$ cat src/common/gpm_defines.svh
// Constants of the pin function multiplexer
`ifndef GPM_DEFINES_SVH
`define GPM_DEFINES_SVH
// Register byte addresses
`define GPM_CON0_ADDR 32'hffff_f400
`define GPM_CON1_ADDR 32'hffff_f404
`define GPM_CON2_ADDR 32'hffff_f408
`define GPM_DAT0_ADDR 32'hffff_f420
`define GPM_SET0_ADDR 32'hffff_f424
`define GPM_PAR0_ADDR 32'hffff_f42c
`define GPM_DAT1_ADDR 32'hffff_f430
`define GPM_SET1_ADDR 32'hffff_f434
`define GPM_PAR1_ADDR 32'hffff_f43c
`define GPM_DAT2_ADDR 32'hffff_f440
`define GPM_SET2_ADDR 32'hffff_f444
`define GPM_PAR2_ADDR 32'hffff_f44c
`define GPM_PLL_ADDR 32'hffff_f450
`define GPM_RCFG_ADDR 32'hffff_f454
// Reset values
`define GPM_CON0_RST 32'h0000_1111
`define GPM_CON_RST 32'h0000_0000
`define GPM_PAR0_RST 32'h2222_0000
`define GPM_PAR1_RST 32'h2200_0022
`define GPM_PAR2_RST 32'h0000_0000
`define GPM_CLK_MODE_RST 2'h1
// Field masks
`define GPM_CON_MASK 32'h3333_3333
`define GPM_PAR0_WMASK 32'h7771_1001
`define GPM_PAR1_WMASK 32'h7711_1111
`define GPM_PAR2_WMASK 32'h0001_1100
`define GPM_DRV_MASK 32'h6666_6666
`define GPM_JTAG_CON 16'h1111
`define GPM_P2_PINS 8'h1d
// Field positions
`define GPM_DAT_DIR_LSB 24
`define GPM_DAT_OUT_LSB 16
`define GPM_DAT_RST_LSB 8
`define GPM_SEL_STRIDE 4
`define GPM_DRV_LSB 1
`define GPM_JTAG_PINS 4
`define GPM_CLK_PIN 10
`define GPM_P2_BASE 16
`define GPM_RCFG_KEEP 0
// Selector codes and timing
`define GPM_SEL_GPIO 2'h0
`define GPM_SEL_FN1 2'h1
`define GPM_SEL_FN2 2'h2
`define GPM_SEL_LA 2'h3
`define GPM_CLK_MODE_EXT 2'h3
`define GPM_INIT_CYCLES 2'h3
`endif

$ cat src/common/gpm_pkg.sv
// Types of the pin function multiplexer
package gpm_pkg;
   typedef struct packed {
      logic [2:0][31:0] con;
      logic [2:0][31:0] par;
      logic [2:0][7:0] dir;
      logic [2:0][7:0] dout;
      logic [2:0][7:0] rst_pins;
      logic [2:0] drv_lock;
      logic [1:0] clk_mode;
      logic keep_cfg;
      logic [1:0] init_cnt;
      logic init_done;
      logic [23:0] sync_a;
      logic [23:0] sync_b;
      logic [23:0] la_in;
      logic [31:0] rdata;
      logic [23:0] pad_out;
      logic [23:0] pad_oe_n;
      logic [23:0] pullup_en;
      logic [47:0] drive;
   } gpm_state_t;
endpackage : gpm_pkg

$ cat src/verilog/gpm_mux.sv
// Pin function multiplexer and pad configuration for three ports
//
// What this block does
// - Function select holds a 2-bit selector per pin at bits 4n+1:4n
// - Selector 00 is GPIO; 01, 10, 11 alternates; 11 logic array
// - Pins reset to GPIO except port 0 low pins per reset value
// - Live pin input levels are always readable in the data register
// - Logic array input path from each pin is always connected
// - In power-saving mode pin direction and output level stay frozen
// - With reset configuration bit 0 set, soft reset keeps pin state
// - Pad parameter registers enable or disable each pin pull-up, except port 0 pins 1-2 and port 2 pin 0
// - Twenty pins in three ports, each with its own registers
// - Port 1 pin 2 selector 10 outputs clock, input when mode is 11
// - Debug port pins in JTAG function cannot act as GPIO
// - Port 0 pins 0-3 default follows boot pin level at reset
// - Data register: direction, output, reset pin states, live inputs
// - Set register ones set output bits, zeros leave them
// - Drive strength bits accept only the first write after reset
//
// Local design decision: the address-and-strobe port.
`timescale 1ns/1ns
`include "gpm_defines.svh"
module gpm_mux (
   input wire logic core_clk,
   input wire logic rst,
   input wire logic [31:0] bus_addr,
   input wire logic [31:0] bus_wdata,
   input wire logic bus_wr,
   input wire logic bus_rd,
   output logic [31:0] bus_rdata,
   input wire logic [23:0] pad_in,
   output logic [23:0] pad_out,
   output logic [23:0] pad_oe_n,
   output logic [23:0] pad_pullup_en,
   output logic [47:0] pad_drive,
   input wire logic [23:0] fn1_out,
   input wire logic [23:0] fn1_drive,
   input wire logic [23:0] fn2_out,
   input wire logic [23:0] fn2_drive,
   input wire logic [23:0] logic_array_output,
   input wire logic [23:0] la_drive,
   output logic [23:0] logic_array_input,
   input wire logic low_power,
   input wire logic soft_reset
);

   gpm_pkg::gpm_state_t st;
   gpm_pkg::gpm_state_t next_st;

   // Pads that exist on port 2, one bit per pin
   localparam logic [7:0] p2_pad_mask = `GPM_P2_PINS;

   // Merge written bits under a mask
   function automatic logic [31:0] f_merge(
      input logic [31:0] old,
      input logic [31:0] wd,
      input logic [31:0] msk
   );
      f_merge = (old & ~msk) | (wd & msk);
   endfunction : f_merge

   // Pull-up enables from a pad parameter word
   function automatic logic [7:0] f_pullup(input logic [31:0] par);
      logic [7:0] r;
      r = '0;
      for (int n = 0; n < 8; n++)
      begin
         r[n] = ~par[n * `GPM_SEL_STRIDE];
      end
      return r;
   endfunction : f_pullup

   // Drive strength fields from a pad parameter word
   function automatic logic [15:0] f_drive(input logic [31:0] par);
      logic [15:0] r;
      r = '0;
      for (int n = 0; n < 8; n++)
      begin
         r[n * 2 +: 2] = par[n * `GPM_SEL_STRIDE + `GPM_DRV_LSB +: 2];
      end
      return r;
   endfunction : f_drive

   // Writable mask of a pad parameter word, drive bits once only
   function automatic logic [31:0] f_par_mask(
      input logic [31:0] wmask,
      input logic lock
   );
      f_par_mask = lock ? (wmask & ~`GPM_DRV_MASK) : wmask;
   endfunction : f_par_mask

   // Outputs come straight from the state register
   assign bus_rdata = st.rdata;
   assign pad_out = st.pad_out;
   assign pad_oe_n = st.pad_oe_n;
   assign pad_pullup_en = st.pullup_en;
   assign pad_drive = st.drive;
   assign logic_array_input = st.la_in;

   // Next state: sync, init capture, bus access, soft reset, pad mux
   always_comb
   begin
      logic [1:0] sel;
      logic o;
      logic d;
      int k;
      sel = `GPM_SEL_GPIO;
      o = 1'b0;
      d = 1'b0;
      k = 0;
      next_st = st;
      next_st.sync_a = pad_in;
      next_st.sync_b = st.sync_a;
      next_st.la_in = st.sync_b;
      next_st.rdata = '0;
      // Capture pin states and boot level once synchronisers settle
      if (!st.init_done)
      begin
         next_st.init_cnt = st.init_cnt + 2'h1;
         if (st.init_cnt == `GPM_INIT_CYCLES)
         begin
            next_st.init_done = 1'b1;
            for (int p = 0; p < 3; p++)
            begin
               next_st.rst_pins[p] = st.sync_b[p * 8 +: 8];
               next_st.pullup_en[p * 8 +: 8] = f_pullup(st.par[p]);
               next_st.drive[p * 16 +: 16] = f_drive(st.par[p]);
            end
            // Boot pin high keeps debug port, low gives GPIO
            if (!st.sync_b[0])
            begin
               next_st.con[0][15:0] = '0;
            end
         end
      end
      // Register writes
      if (bus_wr)
      begin
         if (bus_addr == `GPM_CON0_ADDR)
         begin
            next_st.con[0] = bus_wdata & `GPM_CON_MASK;
         end
         else if (bus_addr == `GPM_CON1_ADDR)
         begin
            next_st.con[1] = bus_wdata & `GPM_CON_MASK;
         end
         else if (bus_addr == `GPM_CON2_ADDR)
         begin
            next_st.con[2] = bus_wdata & `GPM_CON_MASK;
         end
         else if (bus_addr == `GPM_PAR0_ADDR)
         begin
            next_st.par[0] = f_merge(st.par[0], bus_wdata,
               f_par_mask(`GPM_PAR0_WMASK, st.drv_lock[0]));
            next_st.drv_lock[0] = 1'b1;
         end
         else if (bus_addr == `GPM_PAR1_ADDR)
         begin
            next_st.par[1] = f_merge(st.par[1], bus_wdata,
               f_par_mask(`GPM_PAR1_WMASK, st.drv_lock[1]));
            next_st.drv_lock[1] = 1'b1;
         end
         else if (bus_addr == `GPM_PAR2_ADDR)
         begin
            next_st.par[2] = f_merge(st.par[2], bus_wdata,
               f_par_mask(`GPM_PAR2_WMASK, st.drv_lock[2]));
            next_st.drv_lock[2] = 1'b1;
         end
         else if (bus_addr == `GPM_DAT0_ADDR || bus_addr == `GPM_DAT1_ADDR
            || bus_addr == `GPM_DAT2_ADDR)
         begin
            k = (bus_addr == `GPM_DAT0_ADDR) ? 0 :
               (bus_addr == `GPM_DAT1_ADDR) ? 1 : 2;
            next_st.dir[k] = bus_wdata[`GPM_DAT_DIR_LSB +: 8];
            next_st.dout[k] = bus_wdata[`GPM_DAT_OUT_LSB +: 8];
            // Pad parameters take effect on a data write
            next_st.pullup_en[k * 8 +: 8] = f_pullup(st.par[k]);
            next_st.drive[k * 16 +: 16] = f_drive(st.par[k]);
         end
         else if (bus_addr == `GPM_SET0_ADDR)
         begin
            next_st.dout[0] = st.dout[0] | bus_wdata[`GPM_DAT_OUT_LSB +: 8];
         end
         else if (bus_addr == `GPM_SET1_ADDR)
         begin
            next_st.dout[1] = st.dout[1] | bus_wdata[`GPM_DAT_OUT_LSB +: 8];
         end
         else if (bus_addr == `GPM_SET2_ADDR)
         begin
            next_st.dout[2] = st.dout[2] | bus_wdata[`GPM_DAT_OUT_LSB +: 8];
         end
         else if (bus_addr == `GPM_PLL_ADDR)
         begin
            next_st.clk_mode = bus_wdata[1:0];
         end
         else if (bus_addr == `GPM_RCFG_ADDR)
         begin
            next_st.keep_cfg = bus_wdata[`GPM_RCFG_KEEP];
         end
      end
      // Register reads, data valid the following cycle
      if (bus_rd)
      begin
         if (bus_addr == `GPM_CON0_ADDR)
         begin
            next_st.rdata = st.con[0];
         end
         else if (bus_addr == `GPM_CON1_ADDR)
         begin
            next_st.rdata = st.con[1];
         end
         else if (bus_addr == `GPM_CON2_ADDR)
         begin
            next_st.rdata = st.con[2];
         end
         else if (bus_addr == `GPM_PAR0_ADDR)
         begin
            next_st.rdata = st.par[0];
         end
         else if (bus_addr == `GPM_PAR1_ADDR)
         begin
            next_st.rdata = st.par[1];
         end
         else if (bus_addr == `GPM_PAR2_ADDR)
         begin
            next_st.rdata = st.par[2];
         end
         else if (bus_addr == `GPM_DAT0_ADDR)
         begin
            next_st.rdata = {st.dir[0], st.dout[0], st.rst_pins[0],
               st.sync_b[7:0]};
         end
         else if (bus_addr == `GPM_DAT1_ADDR)
         begin
            next_st.rdata = {st.dir[1], st.dout[1], st.rst_pins[1],
               st.sync_b[15:8]};
         end
         else if (bus_addr == `GPM_DAT2_ADDR)
         begin
            next_st.rdata = {st.dir[2], st.dout[2], st.rst_pins[2],
               st.sync_b[23:16]};
         end
         else if (bus_addr == `GPM_PLL_ADDR)
         begin
            next_st.rdata = 32'(st.clk_mode);
         end
         else if (bus_addr == `GPM_RCFG_ADDR)
         begin
            next_st.rdata = 32'(st.keep_cfg);
         end
      end
      // Watchdog or software reset, unless retention is set
      if (soft_reset && !st.keep_cfg)
      begin
         next_st.con[0] = `GPM_CON0_RST;
         next_st.con[1] = `GPM_CON_RST;
         next_st.con[2] = `GPM_CON_RST;
         next_st.par[0] = `GPM_PAR0_RST;
         next_st.par[1] = `GPM_PAR1_RST;
         next_st.par[2] = `GPM_PAR2_RST;
         next_st.dir = '0;
         next_st.dout = '0;
         next_st.drv_lock = '0;
         next_st.init_cnt = '0;
         next_st.init_done = 1'b0;
      end
      // Pad mux, frozen during power saving
      if (!low_power)
      begin
         for (int p = 0; p < 3; p++)
         begin
            for (int n = 0; n < 8; n++)
            begin
               k = p * 8 + n;
               sel = st.con[p][n * `GPM_SEL_STRIDE +: 2];
               case (sel)
                  `GPM_SEL_GPIO:
                  begin
                     o = st.dout[p][n];
                     d = st.dir[p][n];
                  end
                  `GPM_SEL_FN1:
                  begin
                     o = fn1_out[k];
                     d = fn1_drive[k];
                  end
                  `GPM_SEL_FN2:
                  begin
                     o = fn2_out[k];
                     d = fn2_drive[k];
                     if (k == `GPM_CLK_PIN)
                     begin
                        d = (st.clk_mode != `GPM_CLK_MODE_EXT);
                     end
                  end
                  default:
                  begin
                     o = logic_array_output[k];
                     d = la_drive[k];
                  end
               endcase
               // Port 2 has no pad behind pins 1, 5, 6 and 7
               if (p == 2 && !p2_pad_mask[n])
               begin
                  d = 1'b0;
               end
               next_st.pad_out[k] = o;
               next_st.pad_oe_n[k] = ~d;
            end
         end
      end
   end

   // State register
   always_ff @(posedge core_clk or posedge rst)
   begin
      if (rst)
      begin
         st <= '0;
         st.con[0] <= `GPM_CON0_RST;
         st.par[0] <= `GPM_PAR0_RST;
         st.par[1] <= `GPM_PAR1_RST;
         st.par[2] <= `GPM_PAR2_RST;
         st.clk_mode <= `GPM_CLK_MODE_RST;
         st.pad_oe_n <= '1;
         st.pullup_en <= '1;
      end
      else
      begin
         st <= next_st;
      end
   end
endmodule : gpm_mux
$ cat config.mk
export PLATFORM = sky130hd
export DESIGN_NAME = gpm_mux
export DESIGN_NICKNAME = d
export VERILOG_FILES = /design/src/common/gpm_pkg.sv /design/src/verilog/gpm_mux.sv
export VERILOG_INCLUDE_DIRS = /design/src /design/src/common
export SDC_FILE = /design/constraint.sdc
export NUM_CORES = 1
export LEC_CHECK = 0
export BUFFER_PORTS_ARGS = -buffer_cell sky130_fd_sc_hd__buf_2
export CORE_MARGIN = 2
export CORE_UTILIZATION = 58
export DETAILED_ROUTE_END_ITERATION = 10
export PLACE_DENSITY = 0.85
export SYNTH_ARGS = -nofsm -noshare
export SYNTH_HDL_FRONTEND = slang
export SYNTH_SLANG_ARGS = --single-unit
$ cat constraint.sdc
create_clock -name core_clk -period 35.3 [get_ports core_clk]
set_input_delay 1.765 -clock core_clk [delete_from_list [all_inputs] [get_ports core_clk]]
set_output_delay 1.765 -clock core_clk [all_outputs]
set_load 0.005 [all_outputs]
==> results of run 1 <==
## final timing paths
check	slack (ns)	start	end	cells past startpoint
worst min-delay path	0.34	next_st[199]	next_st[175]	0
worst max register to register	32.67	st[227]	st[353]	5
worst max-delay path	30.43	bus_addr[9]	bus_rdata[16]	8
max in group asynchronous	32.17	rst	st[273]	3
worst min register to register	0.34	next_st[199]	next_st[175]	0
min in group asynchronous	1.46	rst	next_st[195]	2
## registers in the layout, summed over array words and instances, names as in the netlist
| register | cells |
|---|---|
| logic_array_input | 24 |
| st | 165 |
| bus_rdata | 32 |
| pad_pullup_en | 24 |
| pad_out | 24 |
| pad_drive | 48 |
| pad_oe_n | 20 |
| next_st | 48 |
## layout make-up
cell class	count	area, um2
Sequential cell	385	9700
Fill cell	2232	9820
Clock inverter	12	140
Clock buffer	59	1180
Multi-Input combinational cell	897	6120
Tap cell	390	488
Inverter	34	135
Antenna cell	8	20.0
Timing Repair Buffer	408	2100
## report_power, final
part	switching [mW]	internal (mW)
logic	0.0618	0.0446
clock network	0.167	0.254
registers	0.0206	0.486
total	0.250	0.784
## synthesized netlist by cell type, types with 4 or more instances
cell type	instances
nand4_1	14
nor3_1	17
buf_1	5
o311a_1	6
o22ai_1	17
o31ai_1	9
nand3_1	50
o21ai_0	80
and3_1	15
inv_1	33
or3_1	8
nand2b_1	18
buf_4	178
a22oi_1	8
mux2_2	42
o2bb2ai_1	19
or2_2	4
nor3b_1	12
a21oi_1	61
nand3b_1	9
o221ai_1	12
and2_1	39
clkbuf_1	62
nor2_1	63
buf_2	12
a22o_1	4
nor4_1	9
or4_1	4
nand2_1	226
dfrtp_1	329
mux4_2	44
nor2b_1	7
mux2i_1	40
nor4_4	4
dfstp_2	56
## per-stage QoR
step | power (mW) | instances
2_1_floorplan | 0.589 | 1574
3_3_place_gp | 0.614 | 2114
3_5_place_dp | 0.620 | 2114
4_1_cts | 1.04 | 2185
5_1_grt | 1.07 | 2189
6_report | 1.03 | 2193
## routing by layer
layer | GRT usage | wire length [um] | vias up
li1 | - | - | 5700
met1 | 0.430 | 19500 | 6558
met4 | 0.157 | 2620 | 4
met2 | 0.532 | 25500 | 876
met3 | 0.0769 | 5480 | 189
met5 | 0 | 26 | -
## kinds of logic after synthesis
| group | after synthesis | synth area share |
|---|---|---|
| AO/OA/AOI/OAI | 244 | 0.0875 |
| XOR/XNOR | 2 | 0.000997 |
| adder cells (fa/ha/maj) | 1 | 0.000712 |
| buffers and inverters | 292 | 0.102 |
| flip-flops | 385 | 0.552 |
| multiplexers | 128 | 0.108 |
| other | 1 | 0.000213 |
| AND/OR/NAND/NOR | 518 | 0.149 |
==> run_results.csv, run 1 <==
group,metric,value,unit
cts,clk_latency,0.53,ns
grt,grt_use_total,0.332,
synthesis,netlist.area_leader.share,0.468,
synthesis,synthArstFlopShare,1.00,
layout,drive_gt1_frac,0.359,
floorplanning,die_h,178,um
floorplanning,die-area,31700,um2
min_path,hold_class,"reg -> reg",
layout,syn2layout_area_growth,13.2,%
routing,drt-total-wl,53200,um
power_and_ir_drop,peakVddDrop,0.0000375,V
synthesis,synth-edff-count,0,
cts,cts_root_buf,"clkbuf_16",
placed_design,port_buffers,388,
layout,layout_commonest_cell,"buf_2",
worst_setup_path,path_max_fanout,18,
synthesis,ys_seq_elements,385,
sta,setup_slack,30.43,ns
sta,maxSlewViolCount,0,
synthesis,synthCells,1571,
floorplanning,io_pins,414,
cts,clock_path_buffers,3,
synthesis,synth_cell_types,71,
placed_design,dpl_worst_slack,30.02,ns
routing,drc,0,
placed_design,gp_congestion,0.982,
routing,first_iter_violations,1358,
cts,clkTransAtPathRegs,0.06,ns
cts,cts_hold_buf,0,
power_and_ir_drop,power_density,52.0,nW/um2
worst_setup_path,crit_type,"in -> reg",
cts,clkSinkCount,385,
sta,holdWs,0.343,ns
grt,grt_pass1_wl,78400,um
cts,cts_tree,"done",
sta,hold_violations,0,
worst_setup_path,end_kind,"register",
synthesis,yosysSeqAreaShare,0.552,
cts,cts_setup_buffers,0,
sta,tightest_slew,1.11,ns
grt,antenna_found_initial,6,
run_status,status,"finished clean",
floorplanning,core,29700,um2
worst_setup_path,crit_family,"simple AND/OR/NAND/NOR gates",
layout,fin_area,19900,um2
power_and_ir_drop,p_leak,9.57,nW
worst_setup_path,cp-start-kind,"input port",
layout,final_cell_mix,"buf_2, dfrtp_1, nand2_1",
worst_setup_path,crit_chain,"buf_2 > or4b_4 > or4_1 > buf_4 > nor4_4 > mux2i_1 > o311a_1 > nor4_1",
worst_setup_path,cp_slowest_cell,"nor4_4",
worst_setup_path,cp_data_arrival_time,5.24,ns
placed_design,placed_cell_area,18600,um2
sta,clock.fmax,205,MHz
synthesis,ys_warn_count,0,
sta,tns,0,ns
cts,h-tree-depth,2,
synthesis,synth_top_cell_by_area,"dfrtp_1",
sta,grt_setup_unrepaired,"false",
routing,routed_via_density,6.08,
layout,finish.utilization,0.669,
synthesis,syn_area,17600,um2
grt,grt_overflow,0,
routing,route.vias.total,13327,
floorplanning,initial_utilization,0.592,
job,maxCapViolations,0,
grt,grt_max_degree,162,
worst_setup_path,path_buf_inv,2,
routing,drtAntennaViolNets,0,
sta,setup-violations-final,0,
layout,layout.nets,2005,
sta,fin_crit_sh,0.138,
floorplanning,die_width,178,um
routing,wl_per_cell,24.2,um
synthesis,synth.area.top_cells,"dfrtp_1, dfstp_2, buf_4, mux4_2, nand2_1",
cts,cts_resized,0,
worst_setup_path,required,35.67,ns
synthesis,synth_ff_type,"dfrtp_1",
routing,dr.pass1.iters,6,
placed_design,dp_hpwl,38800,um
floorplanning,core.rowCount,63,
synthesis,synth_area_per_cell,11.2,um2
sta,fin_skew,0.0181,ns
grt,first_global_vias,13332,
sta,maxSlewHeadroom,0.262,
cts,cts-buffers-inserted,40,
sta,min_period,4.87,ns
worst_setup_path,max_stage_delay,0.95,ns
No activity file was read; power rests on OpenSTA's default activity.
==> run 2: changes to the inputs <==
Settings changed: CORE_UTILIZATION 58 to 54, PLACE_DENSITY 0.85 to 0.8.
Clock period 35.3 ns to 4.9 ns, I/O delays scaled along.
==> run_results.csv, run 2 (synthesis results as in run 1) <==
group,metric,value,unit
run_status,status,"finished with violations",
run_status,violations,"hold timing",
sta,clock.fmax,297,MHz
worst_setup_path,cp_data_arrival_time,3.77,ns
sta,fin_crit_sh,0.686,
cts,cts-buffers-inserted,40,
grt,grt_pass1_wl,81900,um
sta,holdWs,-0.0945,ns
routing,drt-total-wl,54800,um
layout,layout.nets,2047,
power_and_ir_drop,pwr-share-seq,0.472,
grt,grt_max_degree,168,
routing,route.vias.total,13577,
power_and_ir_drop,peakVddDrop,0.000344,V
layout,layout_commonest_cell,"buf_2",
power_and_ir_drop,p_total,7.72,mW
layout,final_cell_mix,"buf_2, dfrtp_1, nand2_1",
sta,maxSlewViolCount,0,
power_and_ir_drop,intPower,5.86,mW
sta,min_period,3.36,ns
routing,drtAntennaViolNets,0,
grt,antenna_found_initial,5,
cts,cts_tree,"done",
cts,h-tree-depth,2,
floorplanning,initial_utilization,0.544,
layout,finish.utilization,0.635,
routing,wl_per_cell,24.0,um
routing,drc,0,
power_and_ir_drop,switching_power,1.87,mW
worst_setup_path,end_kind,"register",
layout,fillerInstances,2498,
placed_design,gp_congestion,0.965,
floorplanning,die-area,34000,um2
cts,clock_path_buffers,3,
routing,dr.pass1.iters,6,
power_and_ir_drop,p_leak,9.81,nW
cts,clkSinkCount,385,
worst_setup_path,cp-start-kind,"input port",
sta,tightest_slew,1.13,ns
floorplanning,core,32300,um2
floorplanning,die_width,184,um
routing,first_iter_violations,1436,
cts,clk_latency,0.54,ns
placed_design,port_buffers,388,
worst_setup_path,crit_type,"in -> reg",
layout,syn2layout_area_growth,16.5,%
sta,setup-violations-final,0,
layout,multi_input_area,6120,um2
cts,clkTransAtPathRegs,0.06,ns
grt,first_global_vias,13607,
power_and_ir_drop,p_clk_frac,0.424,
sta,maxSlewHeadroom,0.247,
floorplanning,io_pins,414,
sta,grt_setup_unrepaired,"false",
layout,largest_register_ffs,165,
layout,drive_gt1_frac,0.358,
cts,cts_root_buf,"clkbuf_16",
routing,routed_via_density,5.94,
power_and_ir_drop,p_comb_frac,0.104,
min_path,hold_class,"in -> async",
placed_design,dp_hpwl,39100,um
floorplanning,core.rowCount,66,
floorplanning,die_h,184,um
job,maxCapViolations,0,
worst_setup_path,path_max_fanout,17,
power_and_ir_drop,power_density,377,nW/um2
layout,regMostFlops,"st",
grt,grt_overflow,0,
sta,hold_violations,56,
worst_setup_path,required,5.30,ns
grt,grt_use_total,0.322,
layout,seq_area,9700,um2
power_and_ir_drop,swShare,0.242,
sta,tns,0,ns
sta,fin_skew,0.0219,ns
## run 2: layout make-up
type	count	share of cell area
repair buffers	450	0.123
clock inverters	15	0.0104
inverters	34	0.00641
diodes	4	0.000489
flip-flops and latches	385	0.474
well taps	442	0.0270
clock buffers	59	0.0602
multi-input cells	897	0.299
## run 2: routing by layer
metal | wire length, um | track usage | vias to the layer above
met5 | 13 | 0 | -
met1 | 20800 | 0.417 | 6740
met2 | 26200 | 0.517 | 863
met4 | 2530 | 0.146 | 2
li1 | - | - | 5789
met3 | 5300 | 0.0775 | 183
## run 2: worst paths after layout
check / startpoint / to / slack, ns / cells after the start
worst min register to register: next_st[176] / next_st[152] / 0.34 / 0
min in group core_clk: bus_wdata[23] / st[264] / 0.01 / 3
worst max-delay path: bus_addr[9] / pad_drive[13] / 1.54 / 7
worst min-delay path: rst / next_st[163] / -0.09 / 3
worst max register to register: st[225] / pad_pullup_en[18] / 2.44 / 5
max in group asynchronous: rst / bus_rdata[29] / 4.13 / 3
## run 2: through the flow
stage	hold slack (ns)	setup WS, ns	instances	cell area (um2)
3_3_place_gp	0.333	1.12	2172	18700
6_report	-0.0945	1.54	2286	20500
5_1_grt	0.0106	1.44	2283	20500
2_1_floorplan	0.276	-0.475	1574	17600
4_1_cts	0.000805	1.61	2282	20500
3_5_place_dp	0.335	1.07	2172	18700
## run 2: repair_timing
item	4_1_cts	5_1_grt
gates resized for setup	0	0
hold endpoints to repair	45	0
buffers inserted	0	0
hold buffers	36	0
## run 2: critical path: stages
cell and delay, ns:
buf_2 0.10, or4b_4 0.54, or4_1 0.77, a211oi_2 0.44, or4_1 0.56, and2_1 0.66
mux2_2 0.42
## run 2: power by group through the flow
stage | Combinational, mW | Sequential, mW | Clock (mW)
after floorplan | 0.588 | 3.65 | 0
after global placement | 0.758 | 3.68 | 0
after detailed placement | 0.782 | 3.69 | 0
after CTS | 0.811 | 3.64 | 3.30
after global routing | 0.891 | 3.67 | 3.46
final | 0.807 | 3.64 | 3.27
